`src/logic/ppsw_pkg.sv`:
```
// package of constants and types for the probe-port serial wake block
// assumes a single 25 MHz clock and synchronous active-low reset
package ppsw_pkg;
  // data format
  localparam int DATA_BITS = 8;
  localparam logic PARITY_ODD = 1'b0; // 0: even parity, 1: odd parity
  localparam int FIFO_DEPTH = 8;
  localparam int FIFO_AW = 3;
  // clock and bit timing
  localparam int CLK_HZ = 25000000;
  localparam int BAUD_DEFAULT = 9600;
  localparam logic [15:0] DIV_RESET = 16'(CLK_HZ / BAUD_DEFAULT);
  // idle timing before the block signals sleep
  localparam int IDLE_MS = 100;
  localparam int IDLE_CYCLES = CLK_HZ / 1000 * IDLE_MS;
  localparam int IDLE_W = 24;
  // frame field layout: bit counters
  localparam logic [3:0] NBITS_FRAME = 4'(DATA_BITS + 1); // data plus parity
  localparam logic LINE_IDLE = 1'b1;
  localparam logic LINE_START = 1'b0;
  // state codes
  typedef enum logic [1:0] {
    PPSW_IDLE = 2'b00,
    PPSW_START = 2'b01,
    PPSW_BITS = 2'b10,
    PPSW_STOP = 2'b11
  } ppsw_state_t;
endpackage : ppsw_pkg

```
`src/logic/ppsw_fifo_if.sv`:
```
// interface carrying one valid/ready word stream between block modules
// assumes both ends sit on the same clock
`timescale 1ns/10ps
interface ppsw_fifo_if #(parameter int W = 8);
  logic valid;
  logic ready;
  logic [W-1:0] data;
  modport src (output valid, output data, input ready);
  modport snk (input valid, input data, output ready);
endinterface : ppsw_fifo_if

```
`src/logic/ppsw_fifo.sv`:
```
// flip-flop FIFO with valid/ready on both sides
// assumes one clock and synchronous active-low reset
`timescale 1ns/10ps
module ppsw_fifo #(
  parameter int W = 8,
  parameter int DEPTH = 8,
  parameter int AW = 3
) (
  // clock and reset
  input wire logic clk_i,
  input wire logic reset_n_i,
  // streams
  ppsw_fifo_if.snk in_s,
  ppsw_fifo_if.src out_s
);
  typedef struct packed {
    logic [DEPTH-1:0][W-1:0] mem;
    logic [AW-1:0] wr;
    logic [AW-1:0] rd;
    logic [AW:0] cnt;
  } ppsw_fifo_st_t;
  ppsw_fifo_st_t r;
  ppsw_fifo_st_t next_r;
  logic push;
  logic pop;
  // honest full and empty from the count
  assign in_s.ready = (r.cnt != (AW+1)'(DEPTH));
  assign out_s.valid = (r.cnt != '0);
  assign out_s.data = r.mem[r.rd];
  assign push = in_s.valid && in_s.ready;
  assign pop = out_s.valid && out_s.ready;
  // pointer and count update
  always_comb begin
    next_r = r;
    if (push) begin
      next_r.mem[r.wr] = in_s.data;
      next_r.wr = r.wr + 1'b1;
    end
    if (pop) begin
      next_r.rd = r.rd + 1'b1;
    end
    if (push && !pop) begin
      next_r.cnt = r.cnt + 1'b1;
    end else if (pop && !push) begin
      next_r.cnt = r.cnt - 1'b1;
    end
  end
  // state register
  always_ff @(posedge clk_i) begin
    if (!reset_n_i) begin
      r <= '0;
    end else begin
      r <= next_r;
    end
  end
endmodule : ppsw_fifo

```
`src/logic/ppsw_top.sv`:
```
// serial link and wake logic for the device side of an eight-pad probe port
// assumes 25 MHz clk_i, synchronous inputs, synchronous active-low reset
//
// Summary of operation
// [RL1] serial out line stays high whenever no frame is being sent
// [RL2] each frame starts with one bit time low
// [RL3] a one data or parity bit is high for one bit time
// [RL4] a zero data or parity bit is low for one bit time
// [RL5] each frame ends with one bit time high stop bit
// [RL6] client sends frames on serial in line in the same format
// [RL7] receiver decodes idle high, start low, one bit time per bit, stop high
// [RL8] low wake hold input wakes the device from sleep
// [RL9] while wake hold is low the device never sleeps
// [RL10] client drives wake hold low before sending frames to a sleeping device
// [RL11] reserved terminals are ignored and never affect operation
// [RL12] bit time from programmable clock divisor; receive samples mid bit
// [RL13] data least significant bit first; width and parity are shared parameters
`timescale 1ns/10ps
module ppsw_top (
  // clock and reset
  input wire logic clk_i,
  input wire logic reset_n_i,
  // serial pins
  input wire logic serial_in_line_i,
  output logic serial_out_line_o,
  input wire logic wake_hold_input_n_i,
  // reserved terminals, ignored
  input wire logic [1:0] reserved_pad_i,
  // configuration
  input wire logic [15:0] bit_divisor_i,
  // transmit stream from the host logic
  input wire logic tx_valid_i,
  input wire logic [ppsw_pkg::DATA_BITS-1:0] tx_data_i,
  output logic tx_ready_o,
  // receive stream to the host logic
  output logic rx_valid_o,
  output logic [ppsw_pkg::DATA_BITS-1:0] rx_data_o,
  output logic rx_parity_err_o,
  output logic rx_frame_err_o,
  input wire logic rx_ready_i,
  // power state
  output logic sleep_o
);
  localparam int DB = ppsw_pkg::DATA_BITS;
  typedef struct packed {
    ppsw_pkg::ppsw_state_t tx_st;
    logic [15:0] tx_cnt;
    logic [3:0] tx_bit;
    logic [DB:0] tx_sh;
    logic tx_line;
    ppsw_pkg::ppsw_state_t rx_st;
    logic [15:0] rx_cnt;
    logic [3:0] rx_bit;
    logic [DB:0] rx_sh;
    logic rx_valid;
    logic [DB-1:0] rx_data;
    logic rx_perr;
    logic rx_ferr;
    logic [ppsw_pkg::IDLE_W-1:0] idle_cnt;
    logic sleep;
    logic tx_ready;
  } ppsw_st_t;
  ppsw_st_t r;
  ppsw_st_t next_r;
  logic [15:0] div;
  logic unused_reserved;
  logic active;
  ppsw_fifo_if #(.W(DB)) fin();
  ppsw_fifo_if #(.W(DB)) fout();
  // reserved pads feed only the unused net unused_reserved
  assign unused_reserved = ^reserved_pad_i; // [RL11]
  // divisor floor of two keeps the half-bit count non-zero
  assign div = (bit_divisor_i < 16'h0002) ? 16'h0002 : bit_divisor_i; // [RL12]
  // transmit fifo in the data path
  assign fin.valid = tx_valid_i;
  assign fin.data = tx_data_i;
  ppsw_fifo #(
    .W(DB),
    .DEPTH(ppsw_pkg::FIFO_DEPTH),
    .AW(ppsw_pkg::FIFO_AW)
  ) u_txq (
    .clk_i(clk_i),
    .reset_n_i(reset_n_i),
    .in_s(fin.snk),
    .out_s(fout.src)
  );
  // fifo drained only while awake and idle in transmit
  assign fout.ready = (r.tx_st == ppsw_pkg::PPSW_IDLE) && !r.sleep;
  assign active = fout.valid || (r.tx_st != ppsw_pkg::PPSW_IDLE)
    || (r.rx_st != ppsw_pkg::PPSW_IDLE) || r.rx_valid;
  // next-state logic for transmitter, receiver and sleep control
  always_comb begin
    next_r = r;
    next_r.tx_ready = fin.ready;
    // transmitter
    case (r.tx_st)
      ppsw_pkg::PPSW_IDLE: begin
        next_r.tx_line = ppsw_pkg::LINE_IDLE; // [RL1]
        if (fout.valid && fout.ready) begin
          next_r.tx_sh = {(^fout.data) ^ ppsw_pkg::PARITY_ODD, fout.data}; // [RL13]
          next_r.tx_st = ppsw_pkg::PPSW_START;
          next_r.tx_cnt = div - 16'h0001;
          next_r.tx_line = ppsw_pkg::LINE_START; // [RL2]
        end
      end
      ppsw_pkg::PPSW_START: begin
        if (r.tx_cnt == 16'h0000) begin
          next_r.tx_st = ppsw_pkg::PPSW_BITS;
          next_r.tx_cnt = div - 16'h0001;
          next_r.tx_bit = 4'h0;
          next_r.tx_line = r.tx_sh[0]; // [RL3] [RL4] [RL13]
          next_r.tx_sh = r.tx_sh >> 1;
        end else begin
          next_r.tx_cnt = r.tx_cnt - 16'h0001;
        end
      end
      ppsw_pkg::PPSW_BITS: begin
        if (r.tx_cnt == 16'h0000) begin
          next_r.tx_cnt = div - 16'h0001;
          if (r.tx_bit == ppsw_pkg::NBITS_FRAME - 4'h1) begin
            next_r.tx_st = ppsw_pkg::PPSW_STOP;
            next_r.tx_line = ppsw_pkg::LINE_IDLE; // [RL5]
          end else begin
            next_r.tx_bit = r.tx_bit + 4'h1;
            next_r.tx_line = r.tx_sh[0]; // [RL3] [RL4]
            next_r.tx_sh = r.tx_sh >> 1;
          end
        end else begin
          next_r.tx_cnt = r.tx_cnt - 16'h0001;
        end
      end
      ppsw_pkg::PPSW_STOP: begin
        if (r.tx_cnt == 16'h0000) begin
          next_r.tx_st = ppsw_pkg::PPSW_IDLE;
        end else begin
          next_r.tx_cnt = r.tx_cnt - 16'h0001;
        end
      end
      default: begin
        next_r.tx_st = ppsw_pkg::PPSW_IDLE;
        next_r.tx_line = ppsw_pkg::LINE_IDLE;
      end
    endcase
    // receive output handshake
    if (r.rx_valid && rx_ready_i) begin
      next_r.rx_valid = 1'b0;
    end
    // receiver, sampling mid bit
    case (r.rx_st)
      ppsw_pkg::PPSW_IDLE: begin
        if (serial_in_line_i == ppsw_pkg::LINE_START && !r.sleep) begin // [RL7]
          next_r.rx_st = ppsw_pkg::PPSW_START;
          next_r.rx_cnt = (div >> 1) - 16'h0001; // [RL12]
        end
      end
      ppsw_pkg::PPSW_START: begin
        if (r.rx_cnt == 16'h0000) begin
          if (serial_in_line_i == ppsw_pkg::LINE_START) begin
            next_r.rx_st = ppsw_pkg::PPSW_BITS;
            next_r.rx_cnt = div - 16'h0001;
            next_r.rx_bit = 4'h0;
          end else begin
            next_r.rx_st = ppsw_pkg::PPSW_IDLE; // glitch, not a start bit
          end
        end else begin
          next_r.rx_cnt = r.rx_cnt - 16'h0001;
        end
      end
      ppsw_pkg::PPSW_BITS: begin
        if (r.rx_cnt == 16'h0000) begin
          next_r.rx_cnt = div - 16'h0001;
          next_r.rx_sh = {serial_in_line_i, r.rx_sh[DB:1]}; // [RL13]
          if (r.rx_bit == ppsw_pkg::NBITS_FRAME - 4'h1) begin
            next_r.rx_st = ppsw_pkg::PPSW_STOP;
          end else begin
            next_r.rx_bit = r.rx_bit + 4'h1;
          end
        end else begin
          next_r.rx_cnt = r.rx_cnt - 16'h0001;
        end
      end
      ppsw_pkg::PPSW_STOP: begin
        if (r.rx_cnt == 16'h0000) begin
          next_r.rx_st = ppsw_pkg::PPSW_IDLE;
          next_r.rx_valid = 1'b1; // overwrites an unread word
          next_r.rx_data = r.rx_sh[DB-1:0];
          next_r.rx_perr = (^r.rx_sh) != ppsw_pkg::PARITY_ODD;
          next_r.rx_ferr = (serial_in_line_i != ppsw_pkg::LINE_IDLE); // [RL7]
        end else begin
          next_r.rx_cnt = r.rx_cnt - 16'h0001;
        end
      end
      default: begin
        next_r.rx_st = ppsw_pkg::PPSW_IDLE;
      end
    endcase
    // sleep control: wake hold forces awake and clears idle time
    if (!wake_hold_input_n_i) begin
      next_r.sleep = 1'b0; // [RL8]
      next_r.idle_cnt = '0; // [RL9]
    end else if (active) begin
      next_r.idle_cnt = '0;
    end else if (r.idle_cnt == ppsw_pkg::IDLE_W'(ppsw_pkg::IDLE_CYCLES - 1)) begin
      next_r.sleep = 1'b1;
    end else begin
      next_r.idle_cnt = r.idle_cnt + 1'b1;
    end
  end
  // state register
  always_ff @(posedge clk_i) begin
    if (!reset_n_i) begin
      r <= '0;
      r.tx_line <= ppsw_pkg::LINE_IDLE;
      r.tx_st <= ppsw_pkg::PPSW_IDLE;
      r.rx_st <= ppsw_pkg::PPSW_IDLE;
    end else begin
      r <= next_r;
    end
  end
  // registered outputs
  assign serial_out_line_o = r.tx_line;
  assign tx_ready_o = r.tx_ready;
  assign rx_valid_o = r.rx_valid;
  assign rx_data_o = r.rx_data;
  assign rx_parity_err_o = r.rx_perr;
  assign rx_frame_err_o = r.rx_ferr;
  assign sleep_o = r.sleep;
endmodule : ppsw_top

```
`config.mk`:
```
export PLATFORM = sky130hd
export DESIGN_NAME = ppsw_top
export DESIGN_NICKNAME = d
export VERILOG_FILES = /design/src/logic/ppsw_pkg.sv /design/src/logic/ppsw_fifo_if.sv /design/src/logic/ppsw_fifo.sv /design/src/logic/ppsw_top.sv
export SDC_FILE = /design/constraint.sdc
export NUM_CORES = 1
export LEC_CHECK = 0
export BUFFER_PORTS_ARGS = -buffer_cell sky130_fd_sc_hd__buf_4
export CAP_MARGIN = 20
export CORE_MARGIN = 10
export CORE_UTILIZATION = 50
export CTS_CLUSTER_DIAMETER = 120
export DETAILED_ROUTE_END_ITERATION = 10
export GPL_ROUTABILITY_DRIVEN = 1
export PLACE_DENSITY = 0.67
export REMOVE_ABC_BUFFERS = 1
export SETUP_SLACK_MARGIN = 0.02
export SLEW_MARGIN = 20
export SYNTH_ARGS = -nofsm -noshare
export SYNTH_HDL_FRONTEND = slang
export SYNTH_HIERARCHICAL = 1
export SYNTH_SLANG_ARGS = --single-unit
export TNS_END_PERCENT = 5
```
`constraint.sdc`:
```
create_clock -name clk_i -period 6.3 [get_ports clk_i]
set_input_delay 0.63 -clock clk_i [delete_from_list [all_inputs] [get_ports clk_i]]
set_output_delay 0.63 -clock clk_i [all_outputs]
set_load 0.02 [all_outputs]
```
==> PnR_summary.wiki <==
{| class="wikitable"
! Metric !! Value
|-
| RD Place Congestion || 0.883
|-
| Io pins || 46
|-
| Clock transition at path regs || 0.07 ns
|-
| Count of antenna diodes in the layout || 0
|-
| Post-synthesis async set-or-reset flop share || 0
|-
| Crit Path Class || in2reg
|-
| Global-route wire length before repair || 37400 µm
|-
| Multi-input gate area in the final layout || 0.00597 mm²
|-
| Cells after Synth || 1098
|-
| TritonRoute pass-1 iters || 5
|-
| Vias in the first global route || 7292
|-
| Arrival @ worst endpoint || 3.65 ns
|-
| Flip-flop and latch area || 0.00349 mm²
|-
| Floorplan Core Area || 0.0195 mm²
|-
| CP Data Required Time || 6.60 ns
|-
| CP Max Fanout || 7
|-
| # port buffers || 43
|-
| Final core utilization || 0.558
|-
| Pwr per Cell Area || 347 mW/mm²
|-
| Measured slew at the worst slew-check pin || 1.08 ns
|-
| Count of cells resized by post-cts repair || 0
|-
| Start point of the critical path || bit_divisor_i[4]
|-
| Sum of net half-perimeters after detailed placement || 15500 µm
|-
| First DRT Iteration DRCs || 605
|-
| Final Instance Count excl. Fillers || 1363
|-
| Kind of launch point of the worst setup path || input port
|-
| Commonest cells after routing, fill and taps aside || sky130_fd_sc_hd__dfxtp_1, sky130_fd_sc_hd__nand2_1, sky130_fd_sc_hd__nor2b_1
|-
| Clock insertion delay at the later pin of the skew report || 0.43 ns
|-
| Worst setup slack before clock tree synthesis || 2.55 ns
|-
| Clock Path Buffers || 2
|-
| Count of flip-flops with a built-in enable after synthesis || 0
|-
| Post-Route WL || 22800 µm
|-
| Final worst-path setup slack || 2.94 ns
|-
| Final layout net count || 1139
|-
| Worst slew margin relative to its limit || 0.277
|-
| Die Width || 161 µm
|-
| Avg WL per Cell || 16.7 µm
|-
| Ratio of cells with drive above 1 in the final layout || 0.128
|-
| Antenna violations before repair || 0
|-
| Vias per cell || 5.73
|-
| Overall die height || 161 µm
|-
| Accumulated negative setup slack || 0 ns
|-
| Final setup violation count || 0
|-
| Layout overhead on the synthesized area || 9.69%
|-
| Sequential element share of the synthesized area || 0.352
|-
| Number of vias after detailed routing || 7813
|-
| Synth area leader || sky130_fd_sc_hd__dfxtp_1
|-
| Final Critical Period || 3.36 ns
|-
| Clock skew after layout || 0.0142 ns
|-
| P_leak || 3.98 nW
|-
| Number of H-tree levels || 4
|-
| Number of fill cells || 1793
|-
| Count of clock tree sinks || 174
|-
| TritonCTS clock tree || done
|-
| Post-route ant nets || 0
|-
| Setup repair after global routing missed its margin || no
|-
| Endpoint kind of the worst setup timing path || register
|-
| Post-synthesis average cell area || 9.01 µm²
|-
| Setup repair bufs after CTS || 0
|-
| Final period utilization || 0.533
|-
| Area of the die || 0.0258 mm²
|-
| Effective utilization at floorplan || 0.508
|-
| Inst Count DP || 1330
|-
| # DRC || 0
|-
| Startpoint of the tightest hold check path || rx_data_o[6]$_SDFFE_PN0P_
|-
| Standard-cell row count || 51
|-
| Peak clock frequency supported by timing || 0.298 GHz
|-
| Number of register bits inferred by synthesis || 174
|-
| Ys flop type || sky130_fd_sc_hd__dfxtp_1
|-
| Max Transition Viols Final || 0
|-
| Share of the synthesized area in the top cell type || 0.352
|-
| CTS Root Cell || sky130_fd_sc_hd__clkbuf_16
|-
| Result of the run || complete, no violations
|-
| Pin count of the biggest net entering global routing || 96
|-
| Unique cell type count in the Yosys netlist || 85
|-
| Peak supply drop || 0.227 mV
|-
| Tightest Hold Check Type || reg2reg
|-
| Total Routing Usage GR || 0.172
|-
| Leftover overflow at the end of global routing || 0
|-
| Cell area after technology mapping || 0.00989 mm²
|-
| Synthesis Warnings || 6
|-
| Total of hold buffers inserted after clock tree synthesis || 0
|-
| Top area cells in the synthesized netlist || sky130_fd_sc_hd__dfxtp_1, sky130_fd_sc_hd__mux2i_1, sky130_fd_sc_hd__nor2b_1
|-
| Total of max-cap violations || 0
|-
| CTS Buf Count || 17
|-
| Final number of hold-violating endpoints || 0
|-
| Most common library cell in the layout ignoring fill and taps || sky130_fd_sc_hd__dfxtp_1
|}
==> cell usage after synthesis (all sizes together), types with 11 or more instances <==
cell type / n
nor3b: 11
mux2i: 67
xnor2: 34
nand4: 26
and3: 11
dfxtp: 174
a22oi: 12
ha: 21
nor4: 16
nand3: 40
nor2b: 72
inv: 20
nor3: 26
buf: 42
a21boi: 32
nor2: 63
o21ai: 43
mux4: 16
and2: 15
a21oi: 32
xor2: 42
nand2: 109
clkbuf: 36
==> per-stage QoR <==
stage                     hold WS, ns  power [mW]  instance area (µm²)
after detailed placement        0.450        2.64                10200
final                           0.454        3.77                10900
after floorplan                 0.454        2.32                 9510
after global placement          0.441        2.63                10200
after global routing            0.469        4.00                10900
after CTS                       0.450        3.77                10800
==> registers in the layout, indices dropped and copies added, names as in the netlist, named ones only <==
name,count
sleep_o,1
r,85
rx_data_o,8
rx_frame_err_o,1
serial_out_line_o,1
rx_valid_o,1
rx_parity_err_o,1
tx_ready_o,1
u_txq/r,74
==> final cells by class <==
class,count,area share
Multi-Input combinational cell,826,0.550
Sequential cell,174,0.321
Clock buffer,17,0.0392
Timing Repair Buffer,46,0.0322
Tap cell,265,0.0306
Clock inverter,15,0.0199
Inverter,20,0.00715
==> kinds of logic after synthesis <==
kind of cell    after synthesis  synth area share
xor+xnor                     76            0.0673
flops                       174             0.352
simple gates                443             0.255
mux                          91             0.113
fa+ha+maj                    23            0.0297
buf+inv                      98            0.0470
compound gates              193             0.136
==> power by group <==
part           internal, mW  switching [mW]
combinational         0.520           0.723
sequential             1.22           0.177
clock                 0.614           0.512
total                  2.35            1.41
==> path summary, 6_finish.rpt <==
kind	end	slack, ns	depth (start not counted)
hold / removal	rx_data_o[6]$_SDFFE_PN0P_	0.45	2
hold reg to reg	rx_data_o[6]$_SDFFE_PN0P_	0.45	2
setup reg to reg	r[64]$_SDFFE_PN0P_	3.21	6
setup / recovery	r[64]$_SDFFE_PN0P_	2.94	11
==> layer usage <==
layer,vias to the layer above,track usage,part of all wire
li1,3895,-,-
met1,3741,0.229,0.48
met2,157,0.280,0.47
met3,20,0.0322,0.038
met4,0,0.0459,0.012
met5,-,0,0
==> worst max-delay path, cell delays in order <==
cell                        delay, ns
sky130_fd_sc_hd__buf_4           0.14
sky130_fd_sc_hd__nor4_2          0.59
sky130_fd_sc_hd__nand4_1         0.26
sky130_fd_sc_hd__nand2_1         0.21
sky130_fd_sc_hd__ha_1            0.23
sky130_fd_sc_hd__nor4b_1         0.59
sky130_fd_sc_hd__nand3_1         0.21
sky130_fd_sc_hd__nor3_1          0.21
sky130_fd_sc_hd__xnor2_1         0.22
sky130_fd_sc_hd__a2bb2oi_1       0.23
sky130_fd_sc_hd__o221ai_1        0.13
Power figures use the tool's default switching activity.
